### config.mk
export PLATFORM = sky130hd
export DESIGN_NAME = cfgopt_top
export DESIGN_NICKNAME = d
export VERILOG_FILES = /design/src/hdl/cfgopt_pkg.sv /design/src/hdl/cfgopt_pin_if.sv /design/src/hdl/cfgopt_top.sv /design/src/hdl/cfgopt_pinmux.sv
export VERILOG_INCLUDE_DIRS = /design/src /design/src/hdl
export SDC_FILE = /design/constraint.sdc
export NUM_CORES = 1
export LEC_CHECK = 0
export BUFFER_PORTS_ARGS = -buffer_cell sky130_fd_sc_hd__buf_4
export CAP_MARGIN = 40
export CORE_ASPECT_RATIO = 1.2
export CORE_MARGIN = 2
export CORE_UTILIZATION = 47
export CTS_BUF_LIST = sky130_fd_sc_hd__clkbuf_2 sky130_fd_sc_hd__clkbuf_4 sky130_fd_sc_hd__clkbuf_8
export DETAILED_ROUTE_END_ITERATION = 12
export GPL_ROUTABILITY_DRIVEN = 0
export PLACE_DENSITY = 0.89
export SLEW_MARGIN = 0
export SYNTH_ARGS = -nofsm -noshare
export SYNTH_HDL_FRONTEND = slang
export SYNTH_HIERARCHICAL = 1
export SYNTH_SLANG_ARGS = --single-unit
### constraint.sdc
create_clock -name pclk -period 1.7 [get_ports pclk]
set_input_delay 0.34 -clock pclk [delete_from_list [all_inputs] [get_ports pclk]]
set_output_delay 0.34 -clock pclk [all_outputs]
set_load 0.005 [all_outputs]
### src/hdl/cfgopt_consts.svh
// named constants for the configuration option and pin priority block
`ifndef CFGOPT_CONSTS_SVH
`define CFGOPT_CONSTS_SVH

// register indices; byte address is four times the index
`define CFGOPT_IDX_ONE 8'h1F
`define CFGOPT_IDX_TWO 8'h1E

// option_control_one field positions
`define CFGOPT_B1_PERIOD 7
`define CFGOPT_B1_LV_STOPEN 6
`define CFGOPT_B1_LV_RSTDIS 5
`define CFGOPT_B1_LV_PWRDN 4
`define CFGOPT_B1_LV_TRIP 3
`define CFGOPT_B1_SHORT_REC 2
`define CFGOPT_B1_STOP_OK 1
`define CFGOPT_B1_WDOG_DIS 0

// option_control_two field positions
`define CFGOPT_B2_PULL_DIS 7
`define CFGOPT_B2_INT_EN 6
`define CFGOPT_B2_OSC_HI 4
`define CFGOPT_B2_OSC_LO 3
`define CFGOPT_B2_RST_EN 0

// power-on values, bits kept through any other reset, and writable bits of option_control_two
`define CFGOPT_POR_ONE 8'h00
`define CFGOPT_POR_TWO 8'h00
`define CFGOPT_KEEP_ONE 8'h08
`define CFGOPT_KEEP_TWO 8'h01
`define CFGOPT_WMASK_TWO 8'hD9

// watchdog and wakeup periods, in cycles of their own clocks
`define CFGOPT_WDOG_W 18
`define CFGOPT_AWU_W 15
`define CFGOPT_WDOG_SHORT 18'h01FF0
`define CFGOPT_WDOG_LONG 18'h3FFF0
`define CFGOPT_AWU_SHORT 15'h0200
`define CFGOPT_AWU_LONG 15'h4000

`endif

### src/hdl/cfgopt_pkg.sv
// types for the configuration option and pin priority block
`include "cfgopt_consts.svh"

package cfgopt_pkg;

   // function that owns a shared pin; first entry is plain port
   typedef enum logic [2:0] {
      OWN_GPIO,
      OWN_ANALOG,
      OWN_TIMER,
      OWN_KEYBOARD,
      OWN_INTPIN,
      OWN_EXT_CLOCK,
      OWN_RESET,
      OWN_OSC
   } cfgopt_owner_t;

   // clock source, in the order of the two option bits
   typedef enum logic [1:0] {
      OSC_INTERNAL,
      OSC_EXTERNAL,
      OSC_EXT_RC,
      OSC_EXT_XTAL
   } cfgopt_osc_t;

   // whole state of the top module
   typedef struct packed {
      logic [7:0] cfg_one;
      logic [7:0] cfg_two;
      logic released;
      logic pready;
      logic pslverr;
      logic [31:0] prdata;
      logic [2:0] lvd_sync;
      logic lvd_level;
      cfgopt_owner_t [5:0] owner;
      logic pullup_on;
      logic intpin_active;
      cfgopt_osc_t clk_src;
      logic resetpin_active;
      logic wdog_en;
      logic [`CFGOPT_WDOG_W-1:0] wdog_timeout;
      logic [`CFGOPT_AWU_W-1:0] wake_interval;
      logic lvd_enable;
      logic lvd_reset;
      logic trip_high;
      logic short_recovery;
      logic stop_allowed;
   } cfgopt_state_t;

   // power-on value of the whole state
   localparam cfgopt_state_t CFGOPT_STATE_POR = '0;

endpackage

### src/hdl/cfgopt_pin_if.sv
// carrier between the option registers and the pin priority resolver
`timescale 1ns/100ps

interface cfgopt_pin_if;
   import cfgopt_pkg::*;
   logic released; // alternate functions allowed after reset
   logic [3:0] analog_req; // analog channel enables
   logic [1:0] timer_req; // timer channel enables
   logic [5:0] kbi_req; // keyboard input enables
   logic ext_clock_req; // timer external clock enable
   logic intpin_req; // interrupt request function on
   logic resetpin_req; // reset function on
   logic osc_one_req; // oscillator uses pin 5
   logic osc_two_req; // oscillator uses pin 4
   cfgopt_owner_t [5:0] owner; // resolved owner per pin

   modport cfg (output released, analog_req, timer_req, kbi_req, ext_clock_req,
      intpin_req, resetpin_req, osc_one_req, osc_two_req, input owner);
   modport mux (input released, analog_req, timer_req, kbi_req, ext_clock_req,
      intpin_req, resetpin_req, osc_one_req, osc_two_req, output owner);
endinterface

### src/hdl/cfgopt_top.sv
// configuration option registers with apb access and shared pin ownership
//
// Overview of operation
// - after any reset all pins plain input
// - pins 0,1: analog, timer, keyboard, port
// - pin 2: interrupt, keyboard, timer clock, port
// - pin 3: reset, keyboard, port
// - pins 4,5: oscillator, analog, keyboard, port
// - pullup disable bit set disconnects pullup
// - interrupt function bit set activates pin function
// - two option bits choose clock source
// - reset function bit set activates pin reset
// - only power-on reset clears reset function bit
// - period bit picks watchdog timeout outside stop
// - period bit picks wakeup interval in stop
// - stop enable keeps detector running in stop, unless powered down; reset clears
// - reset disable bit suppresses detector resets
`timescale 1ns/100ps
`include "cfgopt_consts.svh"

module cfgopt_top #(
   parameter int ADDR_W = 8 // apb address width
) (
   input wire logic pclk,
   input wire logic presetn,
   input wire logic other_reset,
   input wire logic psel,
   input wire logic penable,
   input wire logic pwrite,
   input wire logic [ADDR_W-1:0] paddr,
   input wire logic [31:0] pwdata,
   output logic [31:0] prdata,
   output logic pready,
   output logic pslverr,
   input wire logic stop_mode,
   input wire logic [3:0] analog_en,
   input wire logic [1:0] timer_ch_en,
   input wire logic [5:0] kbi_en,
   input wire logic timer_ext_clock_en,
   input wire logic lvd_trip_raw,
   output cfgopt_pkg::cfgopt_owner_t [5:0] pin_owner,
   output logic intpin_pullup_on,
   output logic intpin_active,
   output cfgopt_pkg::cfgopt_osc_t clock_source,
   output logic resetpin_active,
   output logic watchdog_enabled,
   output logic [`CFGOPT_WDOG_W-1:0] watchdog_timeout,
   output logic [`CFGOPT_AWU_W-1:0] wakeup_interval,
   output logic lvd_enable,
   output logic lvd_reset_out,
   output logic lowvolt_trip_select,
   output logic short_stop_recovery,
   output logic stop_allowed
);
   import cfgopt_pkg::*;

   cfgopt_state_t s_reg; // registered state
   cfgopt_state_t s_next; // next state
   cfgopt_pin_if pin (); // carrier to the resolver

   // byte address of a register from its index
   function automatic logic addr_hit(input logic [ADDR_W-1:0] a,
      input logic [7:0] idx);
      logic [ADDR_W-1:0] want;
      want = ADDR_W'({idx, 2'b00});
      return (a == want);
   endfunction

   // short names for the stored option bits
   logic [7:0] c1; // option_control_one
   logic [7:0] c2; // option_control_two
   assign c1 = s_reg.cfg_one;
   assign c2 = s_reg.cfg_two;

   // apb phase decode
   logic access_ph; // access phase, answer pending or given
   logic complete; // transfer completes at this edge
   logic hit_one; // address matches option_control_one
   logic hit_two; // address matches option_control_two
   assign access_ph = psel && penable;
   assign complete = access_ph && s_reg.pready;
   assign hit_one = addr_hit(paddr, `CFGOPT_IDX_ONE);
   assign hit_two = addr_hit(paddr, `CFGOPT_IDX_TWO);

   // requests handed to the resolver
   assign pin.released = s_reg.released;
   assign pin.analog_req = analog_en;
   assign pin.timer_req = timer_ch_en;
   assign pin.kbi_req = kbi_en;
   assign pin.ext_clock_req = timer_ext_clock_en;
   assign pin.intpin_req = c2[`CFGOPT_B2_INT_EN];
   assign pin.resetpin_req = c2[`CFGOPT_B2_RST_EN];
   // external clock and rc use pin 5; the crystal needs both
   assign pin.osc_one_req = (c2[`CFGOPT_B2_OSC_HI] || c2[`CFGOPT_B2_OSC_LO]);
   assign pin.osc_two_req = (c2[`CFGOPT_B2_OSC_HI] && c2[`CFGOPT_B2_OSC_LO]);

   // priority resolver; its answer is registered below
   cfgopt_pinmux u_pinmux (
      .pin(pin)
   );

   // next state: bus, other reset, detector sync, outputs
   always_comb begin
      s_next = s_reg;

      // apb answer comes one cycle into the access phase
      if (access_ph && !s_reg.pready) begin
         s_next.pready = 1'b1;
         s_next.pslverr = !(hit_one || hit_two);
         if (hit_one) begin
            s_next.prdata = {24'h000000, c1};
         end else if (hit_two) begin
            s_next.prdata = {24'h000000, c2};
         end else begin
            s_next.prdata = 32'h00000000;
         end
      end else begin
         // answer stands for exactly one cycle
         s_next.pready = 1'b0;
         s_next.pslverr = 1'b0;
      end

      // writes take effect only at the completing edge
      if (complete && pwrite && hit_one) begin
         s_next.cfg_one = pwdata[7:0];
         s_next.released = 1'b1;
      end
      if (complete && pwrite && hit_two) begin
         // unused bit positions stay zero
         s_next.cfg_two = pwdata[7:0] & `CFGOPT_WMASK_TWO;
         s_next.released = 1'b1;
      end

      // any reset other than power-on; it wins over a write
      if (other_reset) begin
         s_next.cfg_one = s_reg.cfg_one & `CFGOPT_KEEP_ONE;
         s_next.cfg_two = s_reg.cfg_two & `CFGOPT_KEEP_TWO;
         s_next.released = 1'b0;
      end

      // three stages for the asynchronous detector level
      s_next.lvd_sync = {s_reg.lvd_sync[1:0], lvd_trip_raw};
      // a change counts once the second and third stage agree
      if (s_reg.lvd_sync[1] == s_reg.lvd_sync[2]) begin
         s_next.lvd_level = s_reg.lvd_sync[2];
      end

      // registered pin ownership; forced to port during reset
      if (other_reset) begin
         // element by element, so each pin keeps its enum type
         for (int k = 0; k < 6; k++) begin
            s_next.owner[k] = OWN_GPIO;
         end
      end else begin
         s_next.owner = pin.owner;
      end

      // pin options
      s_next.pullup_on = !c2[`CFGOPT_B2_PULL_DIS];
      s_next.intpin_active = c2[`CFGOPT_B2_INT_EN];
      s_next.clk_src = cfgopt_osc_t'({c2[`CFGOPT_B2_OSC_HI],
         c2[`CFGOPT_B2_OSC_LO]});
      s_next.resetpin_active = c2[`CFGOPT_B2_RST_EN];

      // watchdog timeout only outside stop, wakeup interval only inside it; the watchdog enable ignores stop
      s_next.wdog_en = !c1[`CFGOPT_B1_WDOG_DIS];
      if (!stop_mode) begin
         s_next.wdog_timeout = c1[`CFGOPT_B1_PERIOD] ?
            `CFGOPT_WDOG_SHORT : `CFGOPT_WDOG_LONG;
         s_next.wake_interval = '0;
      end else begin
         s_next.wdog_timeout = '0;
         s_next.wake_interval = c1[`CFGOPT_B1_PERIOD] ?
            `CFGOPT_AWU_SHORT : `CFGOPT_AWU_LONG;
      end

      // detector powered unless powered down; in stop only if enabled
      s_next.lvd_enable = !c1[`CFGOPT_B1_LV_PWRDN] &&
         (!stop_mode || c1[`CFGOPT_B1_LV_STOPEN]);
      // detector reset passes only when not disabled
      s_next.lvd_reset = s_reg.lvd_level &&
         !c1[`CFGOPT_B1_LV_RSTDIS];

      // remaining plain option bits
      s_next.trip_high = c1[`CFGOPT_B1_LV_TRIP];
      s_next.short_recovery = c1[`CFGOPT_B1_SHORT_REC];
      s_next.stop_allowed = c1[`CFGOPT_B1_STOP_OK];
   end

   // state register; presetn is the power-on reset and clears all
   always_ff @(posedge pclk or negedge presetn) begin
      if (!presetn) begin
         s_reg <= CFGOPT_STATE_POR;
      end else begin
         s_reg <= s_next;
      end
   end

   // every output straight from the state register
   assign prdata = s_reg.prdata;
   assign pready = s_reg.pready;
   assign pslverr = s_reg.pslverr;
   assign pin_owner = s_reg.owner;
   assign intpin_pullup_on = s_reg.pullup_on;
   assign intpin_active = s_reg.intpin_active;
   assign clock_source = s_reg.clk_src;
   assign resetpin_active = s_reg.resetpin_active;
   assign watchdog_enabled = s_reg.wdog_en;
   assign watchdog_timeout = s_reg.wdog_timeout;
   assign wakeup_interval = s_reg.wake_interval;
   assign lvd_enable = s_reg.lvd_enable;
   assign lvd_reset_out = s_reg.lvd_reset;
   assign lowvolt_trip_select = s_reg.trip_high;
   assign short_stop_recovery = s_reg.short_recovery;
   assign stop_allowed = s_reg.stop_allowed;
endmodule

### src/hdl/cfgopt_pinmux.sv
// pin priority resolver for the six shared port pins
`timescale 1ns/100ps

module cfgopt_pinmux (
   cfgopt_pin_if.mux pin
);
   import cfgopt_pkg::*;

   // three-level priority ahead of the plain port
   function automatic cfgopt_owner_t resolve(
      input logic hi_en, input cfgopt_owner_t hi_own,
      input logic mid_en, input cfgopt_owner_t mid_own,
      input logic lo_en, input cfgopt_owner_t lo_own);
      cfgopt_owner_t r;
      if (hi_en) begin
         r = hi_own;
      end else if (mid_en) begin
         r = mid_own;
      end else if (lo_en) begin
         r = lo_own;
      end else begin
         r = OWN_GPIO;
      end
      return r;
   endfunction

   // pins 0 and 1 share one pattern
   genvar i;
   generate
      for (i = 0; i < 2; i = i + 1) begin : g_low
         // held as plain input until released after reset
         assign pin.owner[i] = !pin.released ? OWN_GPIO :
            resolve(pin.analog_req[i], OWN_ANALOG, pin.timer_req[i], OWN_TIMER,
               pin.kbi_req[i], OWN_KEYBOARD);
      end
   endgenerate

   // pin 2: interrupt, keyboard, timer clock
   assign pin.owner[2] = !pin.released ? OWN_GPIO :
      resolve(pin.intpin_req, OWN_INTPIN, pin.kbi_req[2], OWN_KEYBOARD,
         pin.ext_clock_req, OWN_EXT_CLOCK);

   // pin 3: reset, keyboard; no third level
   assign pin.owner[3] = !pin.released ? OWN_GPIO :
      resolve(pin.resetpin_req, OWN_RESET, pin.kbi_req[3], OWN_KEYBOARD,
         1'b0, OWN_GPIO);

   // pins 4 and 5: oscillator, analog, keyboard
   assign pin.owner[4] = !pin.released ? OWN_GPIO :
      resolve(pin.osc_two_req, OWN_OSC, pin.analog_req[2], OWN_ANALOG,
         pin.kbi_req[4], OWN_KEYBOARD);
   assign pin.owner[5] = !pin.released ? OWN_GPIO :
      resolve(pin.osc_one_req, OWN_OSC, pin.analog_req[3], OWN_ANALOG,
         pin.kbi_req[5], OWN_KEYBOARD);
endmodule

# --- After elaboration in Yosys (flattened, before gate mapping) ---
# Cells that the tools add are included.
classes:
  eq_ne: 3
  n_mux: 34
  bitwise_logic: 1
  n_reduce_logical: 24
ops:
  columns: ["op", "count"]
  rows:
  - ["two-way mux 3 bit", 18]
  - ["two-way mux 18 bit", 2]
  - ["two-way mux 33 bit", 1]
  - ["two-way mux 8 bit", 3]
  - ["two-way mux 17 bit", 1]
  - ["== test 8 x 7 -> 1 bit, second input constant", 2]
  - ["two-way mux 15 bit", 1]
  - ["two-way mux 2 bit", 6]
  - ["logical AND 1 bit", 9]
  - ["two-way mux 9 bit", 1]
  - ["zero test 1 bit", 7]
  - ["AND reduction 2 bit", 2]
  - ["nonzero test 2 bit", 2]
  - ["logical OR 1 bit", 3]
  - ["nonzero test 3 bit", 1]
  - ["== test 1 bit", 1]
  - ["two-way mux 1 bit", 1]
  - ["inverter 1 bit", 1]
word_totals:
  reg_bits: 117
  output_inout_bits: 96
  word_cells: 90

# --- Depth between registers and ports, before layout ---
# Gate-level depths: netlist (run 1).
depth:
  depth_word: 7
  mapped_depth: 5
  ltp_nobuf: 3

# --- Hierarchy ---
# The synthesis (run 1) kept the hierarchy.
modules_own_cells:
  columns: ["mod", "n_inst", "cells_each", "area_each_um2"]
  rows:
  - ["cfgopt_top", 1, 265, 2936.6]
  - ["cfgopt_pinmux", 1, 28, 202.7]

# --- Worst setup path before layout (run 1) ---
# OpenSTA, ideal clock, no wires.
synth_timing:
  path_type: "input-to-reg"
  startpoint: "in paddr[0]"
  endpoint: "reg s_reg, in the netlist c1[3]"
  setup_ns: 0.125
  arrival_time_ns: 1.301
  required_time_ns: 1.575
  setup_slack_ns: 0.275
  cell_stages: 4
  path_buffers: 1
  path_cell_list: "nand4bb_1 -> buf_6 -> nor4_1 -> mux2_2"
synth_via:
  elab_chain_cells: 3
synth_lines:
  columns: ["item", "line", "text"]
  rows:
  - ["from (decl)", "cfgopt_top.sv:30", "input wire logic [ADDR_W-1:0] paddr,"]
  - ["== test 8 x 7 -> 1 bit", "cfgopt_top.sv:66", "return (a == want);"]
  - ["logical AND 1 bit", "cfgopt_top.sv:124", "if (complete && pwrite && hit_one) begin"]
  - ["AND reduction 2 bit (no source line)", null, null]
  - ["to (signal assigned)", "cfgopt_top.sv:195", "s_reg <= s_next;"]
  - ["to (decl)", "cfgopt_top.sv:57", "cfgopt_state_t s_reg;"]
# Every way passes these cells.
# A chain may end at the register's enable or synchronous reset.

# --- Worst setup path after layout (run 1) ---
layout_timing:
  startpoint: "reg s_reg, in the netlist pready"
  endpoint: "reg s_reg, in the netlist c2[7]"
layout_via:
  elab_chain_cells: 4
layout_lines:
  columns: ["item", "line", "text"]
  rows:
  - ["logical AND 1 bit", "cfgopt_top.sv:81", "assign complete = access_ph && s_reg.pready;"]
  - ["logical AND 1 bit (2 in a row)", "cfgopt_top.sv:128", "if (complete && pwrite && hit_two) begin"]
  - ["nonzero test 2 bit (no source line)", null, null]
# Every way passes these cells.

==> flow_summary_export.csv, run 1 <==
group,metric,value,unit
synthesis,seq_area_frac_synth,48.6,%
timing,max_freq,0.698,GHz
power_and_ir_drop,powerDensity,871,mW/mm^2
synthesis,ys_warn_count,6,
routing,drc,0,
floorplan,dieWidth,78.6,um
cts,cts_resized,0,
floorplan,start_util,48.7,%
grt,grt_overflow_total,0,
synthesis,synthFlopType,"dfrtp_1",
floorplan,ios,157,
timing,period_share,84.3,%
cts,clock-root-buffer,"clkbuf_8",
timing,setup_violations,0,
timing,drv_slew,0,
worst_setup_path,critical_path.max_fanout,8,
floorplan,rows,32,
worst_setup_path,startpoint,"pready$_DFF_PN0_",
synthesis,synth-async-reset-ratio,100,%
cts,cts_tree,"yes",
worst_setup_path,end_kind,"flop",
synthesis,synth_edf_count,0,
worst_hold_path,hp-class,"input pin to flop",
cells_and_area,layout.nets,408,
cts,cts_buffer_depth,2,
worst_setup_path,critPathRequiredTime,1950,ps
place,post_dp_cell_area,0.00344,mm^2
routing,num_vias,2035,
routing,routedWlPerCell,14.0,um
synthesis,ys_top_cells_by_area,"dfrtp_1 (49%), buf_4 (21%), nor2b_1 (4.8%)",
timing,finalCriticalPeriod,1430,ps
cells_and_area,largest_register_ffs,18,
cells_and_area,final_area,0.00368,mm^2
routing,detail-route-antenna-nets,0,
flow_run,max_cap_viol_count,0,
synthesis,synth_cell_types,38,
power_and_ir_drop,p_clk_share,45.9,%
timing,finClkSkew,9.67,ps
grt,grt_pass1_vias,1930,
cells_and_area,stdcell_count,437,
worst_setup_path,r2r_start,"pready$_DFF_PN0_",
power_and_ir_drop,p_switching,0.000696,W
cts,cts.sinks,61,
place,dp_hpwl,4420,um
synthesis,ys_ff_latch,61,
power_and_ir_drop,p_comb_share,7.9,%
synthesis,synth_top_area_share,48.6,%
cts,h-tree-depth,3,
timing,finalHoldViolations,0,
cts,holdBufCountCts,1,
worst_setup_path,critPathKind,"flop to flop",
worst_hold_path,hp-start,"lvd_trip_raw",
grt,grt_pass1_wl,9510,um
timing,layout_setup_ws,267,ps
routing,via_per_inst,4.66,
cells_and_area,num_antenna_cells,0,
timing,rsz0062_at_grt,"false",
power_and_ir_drop,netSwitchingFraction,21.7,%
routing,drt_iter0_drc,99,
synthesis,synth.cell_area,0.00314,mm^2
worst_setup_path,critPathLaunchType,"flop",
floorplan,coreArea,0.00645,mm^2
cts,cts_setup_buffers,0,
power_and_ir_drop,p_leak,1.86,nW
run_status,status,"complete, no violations",
grt,groute.usage.overall,17.1,%
worst_setup_path,critPathArrivalTime,1680,ps
synthesis,yosys.area.top_type,"dfrtp_1",
routing,dr.pass1.iters,4,
cts,cts.clk_slew.worst_paths,70,ps
floorplan,die_area,0.00735,mm^2
routing,drt_wl_total,6110,um
timing,worst_pin_slew,516,ps
cts,insertion_delay,340,ps
timing,slew_headroom,65.6,%
power_and_ir_drop,p_int,0.00251,W
cells_and_area,syn_to_final_growth,17.1,%
cts,cts-buffers-inserted,9,
place,dp_slack,48.7,ps
power_and_ir_drop,power_frac_seq,46.2,%
synthesis,syn_inst,293,
timing,fin_setup_tns,0,ps
power_and_ir_drop,total_power,0.00320,W
floorplan,die_h,93.5,um
place,place_inst,420,
synthesis,avgSynthCellArea,10.7,um^2
place,portBuffers,91,
power_and_ir_drop,worst_ir_drop_vdd,0.446,mV
grt,grt_max_degree,34,
grt,antenna_found_initial,0,
cells_and_area,drive_gt1_share,36.6,%
synth_stat cells (2+ instances only):
cell type  count
a21oi_1        9
and2_1         2
and2_2         3
and3b_2        2
buf_2          3
buf_4         88
buf_6          2
clkbuf_1       5
conb_1         2
dfrtp_1       61
inv_1          5
mux2_2         2
mux2i_1        9
nand2_1        8
nand2b_1       9
nand3_1        3
nand3b_1       2
nand4_1        8
nor2_1         7
nor2b_1       24
nor3b_1        3
o21a_1         6
o21ai_0        8
o31a_2         2
o31ai_1        7
cell usage in the layout (no fill, tap or decap), types with 2 or more instances in the layout:
| cell type | count |
|---|---|
| nor3b_1 | 3 |
| buf_4 | 98 |
| o21a_1 | 6 |
| nand3b_1 | 2 |
| nor2b_1 | 24 |
| nand4_1 | 8 |
| nand2b_1 | 9 |
| clkbuf_8 | 11 |
| o31ai_1 | 7 |
| inv_1 | 5 |
| bufinv_16 | 2 |
| mux2i_1 | 9 |
| and3b_2 | 2 |
| clkinv_2 | 2 |
| o21ai_0 | 8 |
| nor2_1 | 7 |
| nand3_1 | 3 |
| o31a_2 | 2 |
| and2_2 | 3 |
| conb_1 | 43 |
| and2_1 | 2 |
| mux2_2 | 2 |
| nand2_1 | 8 |
| dfrtp_1 | 61 |
| a21oi_1 | 9 |
stage by stage:
| stage | hold WS (ps) | util (%) |
|---|---|---|
| after global placement | 232 | 53.3 |
| after floorplan | 44.4 | - |
| after CTS | 106 | 57.0 |
| after detailed placement | 244 | 53.3 |
| final | 114 | 57.0 |
| after global routing | 99.6 | 57.0 |
path summary, 6_finish.rpt:
check	to	slack, ps	depth (start not counted)
max	c2[7]$_DFFE_PN0P_	270	4
min	s_next[64]$_DFF_PN0_	110	1
max reg2reg	c2[7]$_DFFE_PN0P_	270	4
min reg2reg	s_next[65]$_DFF_PN0_	380	0
max in group asynchronous	watchdog_enabled$_DFF_PN0_	730	3
min in group asynchronous	s_reg[62]$_DFFE_PN0N_	430	2
worst max-delay path, stage by stage (launching register included):
cell     delay, ps
dfrtp_1        400
nand4_2        140
buf_4          200
nor4_4         340
mux2i_1        280
power by group through the flow:
stage / Clock, W / Sequential (W) / Combinational [W]
final: 0.00147 / 0.00148 / 0.000252
after global routing: 0.00156 / 0.00148 / 0.000280
after CTS: 0.00149 / 0.00148 / 0.000251
after detailed placement: 0 / 0.00151 / 0.000250
after global placement: 0 / 0.00151 / 0.000243
after floorplan: 0 / 0.00151 / 0.000183
cells by family after synthesis:
group | after synthesis | synth area share [%]
AO/OA/AOI/OAI | 33 | 6.66
adder cells (fa/ha/maj) | 1 | 0.319
other | 2 | 0.239
AND/OR/NAND/NOR | 82 | 17.1
multiplexers | 11 | 3.59
buffers and inverters | 103 | 23.4
flip-flops | 61 | 48.6
final cells by class:
cell class / count / area, um^2
timing repair buffer: 100 / 766
clock buffer: 12 / 159
fill: 556 / 2770
clock inverter: 4 / 70.1
inverter: 5 / 18.8
tap: 85 / 106
sequential: 61 / 1530
multi-input combinational: 170 / 1030
routing by layer:
metal	up-vias	GRT usage (%)	wire length, um
met3	11	5.79	495
met5	-	0	0
li1	947	-	-
met1	978	19.3	2210
met4	0	8.33	131
met2	99	28.8	3280
Power figures use the tool's default switching activity.
==> inputs of run 2 (changes only) <==
--- a/config.mk
+++ b/config.mk
@@ -6,15 +6,16 @@
 export SDC_FILE = /design/constraint.sdc
 export NUM_CORES = 1
 export LEC_CHECK = 0
+export ABC_AREA = 1
 export BUFFER_PORTS_ARGS = -buffer_cell sky130_fd_sc_hd__buf_4
 export CAP_MARGIN = 40
 export CORE_ASPECT_RATIO = 1.2
 export CORE_MARGIN = 2
-export CORE_UTILIZATION = 47
+export CORE_UTILIZATION = 43
 export CTS_BUF_LIST = sky130_fd_sc_hd__clkbuf_2 sky130_fd_sc_hd__clkbuf_4 sky130_fd_sc_hd__clkbuf_8
 export DETAILED_ROUTE_END_ITERATION = 12
 export GPL_ROUTABILITY_DRIVEN = 0
-export PLACE_DENSITY = 0.89
+export PLACE_DENSITY = 0.86
 export SLEW_MARGIN = 0
 export SYNTH_ARGS = -nofsm -noshare
 export SYNTH_HDL_FRONTEND = slang
==> constraint.sdc (replaced) <==
create_clock -name pclk -period 1.25 [get_ports pclk]
set_input_delay 0.25 -clock pclk [delete_from_list [all_inputs] [get_ports pclk]]
set_output_delay 0.25 -clock pclk [all_outputs]
set_load 0.005 [all_outputs]
==> run 2 against run 1 <==
Die area rose by 9.2%. Sequential cell count did not move. Final cell count rose by 18%. Synthesized cell count rose by 22%. Sequential share of layout area fell by 0.76 points. Fmax rose by 18%. Sequential power rose by 38%.
==> flow_summary_export.csv, run 2 <==
group,metric,value,unit
cells_and_area,final_cell_mix,"buf_4 (102), dfrtp_1 (60), nand2_1 (55)",
run_status,status,"complete, no violations",
synthesis,synth_top_area_share,48.5,%
cts,cts.clk_slew.worst_paths,60,ps
worst_setup_path,critPathLaunchType,"flop",
cells_and_area,regArea,0.00153,mm^2
floorplan,coreArea,0.00719,mm^2
synthesis,avgSynthCellArea,8.85,um^2
floorplan,die_h,97.8,um
place,dp_hpwl,4700,um
synthesis,ys_ff_latch,61,
synthesis,synth_edf_count,0,
worst_setup_path,end_kind,"flop",
worst_setup_path,cp-endpoint,"c1[6]$_DFFE_PN0P_",
timing,period_share,97.2,%
power_and_ir_drop,p_clk_share,41.0,%
grt,grt_overflow_total,0,
timing,finalCriticalPeriod,1220,ps
cells_and_area,drive_gt1_share,34.3,%
cells_and_area,largest_register_ffs,18,
grt,grt_pass1_vias,2184,
routing,routedWlPerCell,11.6,um
cts,cts.sinks,61,
floorplan,rows,34,
routing,drc,0,
power_and_ir_drop,p_comb_share,10.0,%
timing,max_freq,0.823,GHz
worst_setup_path,r2r_start,"pready$_DFF_PN0_",
routing,drt_wl_total,6000,um
cts,h-tree-depth,3,
cells_and_area,num_antenna_cells,0,
cts,cts-buffers-inserted,9,
grt,grt_pass1_wl,9400,um
floorplan,ios,157,
timing,rsz0062_at_grt,"true",
cells_and_area,layout.nets,482,
synthesis,ys_warn_count,6,
power_and_ir_drop,p_int,0.00320,W
place,portBuffers,91,
synthesis,syn_inst,356,
grt,grt_max_degree,30,
worst_setup_path,r2r_end,"c1[6]$_DFFE_PN0P_",
synthesis,yosysMostFrequentCell,"buf_4",
worst_setup_path,critPathKind,"flop to flop",
routing,via_per_inst,4.34,
worst_setup_path,startpoint,"pready$_DFF_PN0_",
flow_run,max_cap_viol_count,0,
floorplan,die_area,0.00803,mm^2
worst_setup_path,critPathArrivalTime,1490,ps
power_and_ir_drop,power_frac_seq,49.1,%
timing,setup_violations,0,
power_and_ir_drop,p_switching,0.000961,W
floorplan,dieWidth,82.1,um
synthesis,synth_cell_types,23,
worst_setup_path,reg2regPathDepth,6,
grt,groute.usage.overall,15.4,%
cells_and_area,nFillCells,654,
cts,clock-root-buffer,"clkbuf_8",
worst_hold_path,hp-class,"input pin to flop",
power_and_ir_drop,powerDensity,1110,mW/mm^2
worst_setup_path,r2r_setup_slack,30,ps
timing,finalHoldViolations,0,
power_and_ir_drop,netSwitchingFraction,23.1,%
grt,antenna_found_initial,0,
routing,num_vias,2237,
timing,fin_setup_tns,0,ps
timing,drv_slew,0,
synthesis,synthTopCellsByCount,"buf_4 (89), dfrtp_1 (61), nand2_1 (61), inv_1 (47), nand3_1 (32)",
cts,cts_buffer_depth,2,
cells_and_area,syn_to_final_growth,19.0,%
cells_and_area,multi_input_area,927,um^2
synthesis,synthFlopType,"dfrtp_1",
power_and_ir_drop,p_leak,2.10,nW
cells_and_area,stdcell_count,516,
place,place_inst,496,
routing,drt_iter0_drc,135,
cells_and_area,final_common_cell,"buf_4",
cts,cts_tree,"yes",
power_and_ir_drop,worst_ir_drop_vdd,0.585,mV
floorplan,start_util,43.8,%
worst_setup_path,critPathRequiredTime,1520,ps
synthesis,yosys.area.top_type,"dfrtp_1",
routing,detail-route-antenna-nets,0,
cells_and_area,fin_util,52.1,%
power_and_ir_drop,total_power,0.00416,W
synthesis,synth-async-reset-ratio,100,%
worst_setup_path,critical_path.max_fanout,8,
cts,insertion_delay,340,ps
synthesis,seq_area_frac_synth,48.5,%
timing,finClkSkew,6.41,ps
synthesis,ys_top_cells_by_area,"dfrtp_1 (48%), buf_4 (21%), nand2_1 (7.3%)",
synthesis,synth.cell_area,0.00315,mm^2
routing,dr.pass1.iters,4,
[run 2: what timing repair did]
item	CTS	global route
hold buffers	2	0
hold endpoints to repair	28	0
pin swaps	0	2
resized for setup	1	7
setup buffers	0	2
endpoints found under the setup margin	13	25
[run 2: kinds of logic (layout without fill, tap and decap cells)]
logic type	after synthesis	after routing	share of synthesized area, %
adder cells (fa/ha/maj)	1	1	0.318
other	2	43	0.238
AO/OA/AOI/OAI	8	8	1.35
AND/OR/NAND/NOR	144	144	22.0
buffers and inverters	140	169	27.6
flip-flops	61	61	48.5
[run 2: power by group through the flow]
stage                     logic (W)  clock network [W]  registers (W)
after floorplan            0.000308                  0        0.00207
after global placement     0.000403                  0        0.00208
after detailed placement   0.000412                  0        0.00208
after CTS                  0.000419            0.00175        0.00204
after global routing       0.000462            0.00182        0.00205
final                      0.000415            0.00171        0.00204
[run 2: area by class of cell]
| cell class | instances | share of cell area [%] |
|---|---|---|
| tap | 90 | 3.00 |
| clock buffer | 11 | 3.87 |
| timing repair buffer | 105 | 21.5 |
| clock inverter | 5 | 1.34 |
| inverter | 48 | 4.81 |
| multi-input combinational | 196 | 24.7 |
| sequential | 61 | 40.8 |
[run 2: how the worst min path moves through the flow]
stage | start | end | slack [ps] | cells past startpoint
after floorplan | presetn | c1[0]$_DFFE_PN0P_ | -50 | 0
final | stop_mode | watchdog_timeout[16]$_DFF_PN0_ | 70 | 2
after CTS | stop_mode | watchdog_timeout[16]$_DFF_PN0_ | 50 | 2
after global routing | stop_mode | watchdog_timeout[16]$_DFF_PN0_ | 70 | 2
after global placement | presetn | wakeup_interval[14]$_DFF_PN0_ | 190 | 1
after detailed placement | presetn | wakeup_interval[14]$_DFF_PN0_ | 200 | 1
[run 2: per-stage QoR]
step	instance area, um^2	hold slack [ps]	setup WS (ps)
6_report	3750	74.3	34.8
5_1_grt	3750	70.9	-66.5
4_1_cts	3720	54.0	4.40
3_5_place_dp	3500	198	-17.8
3_3_place_gp	3500	193	13.6
2_1_floorplan	3300	-45.6	153
[run 2: per-layer routing]
| layer | track usage, % | share of wire [%] | routed length (um) |
|---|---|---|---|
| met1 | 15.3 | 36 | 2160 |
| met2 | 28.2 | 53 | 3180 |
| met3 | 5.18 | 9.1 | 545 |
| met4 | 6.28 | 1.9 | 112 |
| met5 | 0 | 0 | 0 |
[run 2: critical path, cell delays in order (launching register included)]
cell,delay (ps)
dfrtp_1,410
nand2_2,80
nor2_4,160
nand3_4,160
nor2_8,190
nand2_1,80
nand2_1,60
==> inputs of run 3 (changes only) <==
--- a/config.mk
+++ b/config.mk
@@ -7,15 +7,15 @@
 export NUM_CORES = 1
 export LEC_CHECK = 0
 export ABC_AREA = 1
-export BUFFER_PORTS_ARGS = -buffer_cell sky130_fd_sc_hd__buf_4
 export CAP_MARGIN = 40
 export CORE_ASPECT_RATIO = 1.2
 export CORE_MARGIN = 2
-export CORE_UTILIZATION = 43
+export CORE_UTILIZATION = 59
 export CTS_BUF_LIST = sky130_fd_sc_hd__clkbuf_2 sky130_fd_sc_hd__clkbuf_4 sky130_fd_sc_hd__clkbuf_8
 export DETAILED_ROUTE_END_ITERATION = 12
+export DONT_BUFFER_PORTS = 1
 export GPL_ROUTABILITY_DRIVEN = 0
-export PLACE_DENSITY = 0.86
+export PLACE_DENSITY = 0.85
 export SLEW_MARGIN = 0
 export SYNTH_ARGS = -nofsm -noshare
 export SYNTH_HDL_FRONTEND = slang
==> run 3 against run 2 <==
First-iteration DRC count fell by 73%. Critical path type unchanged. Clock skew fell by 1.0 ps. Count of clock-buffer cells in the layout rose by 2. Critical path depth did not move. Via count fell by 19%. The flow now finishes with violations (negative hold slack). Fmax rose by 2.8%.
==> flow_summary_export.csv, run 3 (synthesis results as in run 2) <==
group,metric,value,unit
run_status,status,"complete, but fails checks",
run_status,violations,"negative hold slack",
cts,insertion_delay,330,ps
cts,holdBufCountCts,3,
worst_setup_path,critPathLaunchType,"flop",
place,post_dp_cell_area,0.00275,mm^2
worst_setup_path,critPathRequiredTime,1520,ps
grt,grt_max_degree,62,
cts,cts.sinks,61,
cells_and_area,final_area,0.00303,mm^2
timing,finalCriticalPeriod,1180,ps
routing,dr.pass1.iters,4,
routing,num_vias,1820,
routing,via_per_inst,4.62,
grt,grt_pass1_vias,1691,
timing,fin_setup_tns,0,ps
worst_setup_path,end_kind,"flop",
timing,rsz0062_at_grt,"true",
cts,cts-buffers-inserted,9,
worst_setup_path,critical_path.max_fanout,5,
cells_and_area,syn_to_final_growth,-3.66,%
worst_setup_path,critPathKind,"flop to flop",
floorplan,start_util,60.3,%
cts,h-tree-depth,3,
power_and_ir_drop,worst_ir_drop_vdd,0.567,mV
timing,finClkSkew,5.38,ps
worst_setup_path,critPathMaxStageDelay,400,ps
cts,cts.clk_slew.worst_paths,60,ps
floorplan,die_h,84.0,um
floorplan,rows,29,
cts,cts_setup_buffers,0,
worst_setup_path,slowest_stage,"dfrtp_1",
flow_run,max_cap_viol_count,0,
grt,grt_overflow_total,0,
cts,cts_tree,"yes",
timing,drv_slew,0,
cells_and_area,num_antenna_cells,0,
cells_and_area,largest_register_ffs,18,
routing,detail-route-antenna-nets,0,
routing,routedWlPerCell,12.6,um
floorplan,coreArea,0.00523,mm^2
worst_hold_path,hp-class,"input pin to asynchronous set/reset pin",
place,portBuffers,0,
cells_and_area,drive_gt1_share,13.9,%
routing,drt_iter0_drc,36,
timing,timing.hold.ws,-393,ps
cells_and_area,final_cell_mix,"nand2_1 (60), dfrtp_1 (60), inv_1 (47)",
cells_and_area,layout.nets,388,
timing,setup_violations,0,
floorplan,dieWidth,70.7,um
floorplan,die_area,0.00594,mm^2
timing,layout_setup_ws,68.3,ps
worst_setup_path,r2r_setup_slack,70,ps
grt,grt_pass1_wl,7820,um
timing,worst_pin_slew,544,ps
power_and_ir_drop,powerDensity,1420,mW/mm^2
grt,antenna_found_initial,0,
cts,clock-root-buffer,"clkbuf_8",
worst_setup_path,critPathArrivalTime,1450,ps
cts,cts_buffer_depth,2,
grt,groute.usage.overall,17.4,%
place,dp_hpwl,3650,um
worst_setup_path,crit_chain,"nand2_2, nor2_4, nand3_2, nor2_4, nand2_1, nand2_1",
floorplan,ios,157,
routing,drt_wl_total,4950,um
timing,slew_headroom,63.6,%
power_and_ir_drop,p_leak,1.64,nW
timing,finalHoldViolations,61,
routing,drc,0,
timing,period_share,94.5,%
place,dp_slack,32.9,ps
timing,max_freq,0.846,GHz
[run 3: cell count changes in the layout (fill, tap and decap cells not counted), sizes merged]
cell         delta
clkinv          -3
buf            -95
dlygate4sd3     +1
bufinv          +1
clkbuf          +2
[run 3: power by group]
group          internal, W  switching [W]
clock              0.00134       0.000738
sequential         0.00202      0.0000381
combinational    0.0000606       0.000109
total              0.00342       0.000885
[run 3: repair_timing]
| action | 4_1_cts | 5_1_grt |
|---|---|---|
| setup endpoints to repair | 1 | 24 |
| gates resized for setup | 1 | 2 |
| pin swaps | 0 | 0 |
| hold endpoints to repair | 80 | 61 |
[run 3: final timing paths]
kind                                       from                        endpoint  cells after the start
min reg2reg                s_next[64]$_DFF_PN0_            s_next[65]$_DFF_PN0_                      0
max in group asynchronous               presetn  watchdog_timeout[12]$_DFF_PN0_                      0
min in group pclk                     pwdata[7]               c2[7]$_DFFE_PN0P_                      2
max reg2reg                    pready$_DFF_PN0_               c2[0]$_DFFE_PN0P_                      6
max                            pready$_DFF_PN0_               c2[0]$_DFFE_PN0P_                      6
min                                     presetn          pin_owner[7]$_DFF_PN0_                      0
[run 3: per-stage QoR]
step                hold slack, ps  utilization, %  std cells  power, W
finish                        -393            58.1        394   0.00430
floorplan                    -45.6               -        397   0.00238
global route                  -412            58.1        394   0.00443
global placement             -44.2            52.7        375   0.00224
CTS                           -414            58.0        394   0.00434
detailed placement           -44.2            52.7        375   0.00225
[run 3: worst max-delay path, delay by kind of cell (launching register included)]
| kind | cells | cell delay (ps) |
|---|---|---|
| AND/OR/NAND/NOR | 6 | 720 |
| flip-flops | 1 | 400 |
[run 3: cell type report]
type	instances	area [um^2]
clock buffers	13	179
clock inverters	3	65.1
fillers	472	2190
inverters	48	180
multi-input cells	196	915
flip-flops and latches	61	1530
well taps	62	77.6
repair buffers	11	90.1
[run 3: routing by layer]
layer	vias to the layer above	track usage [%]	wire length [um]
li1	887	-	-
met1	827	19.1	1870
met2	94	28.5	2510
met3	12	6.28	420
met4	0	10.6	148
met5	-	0	0
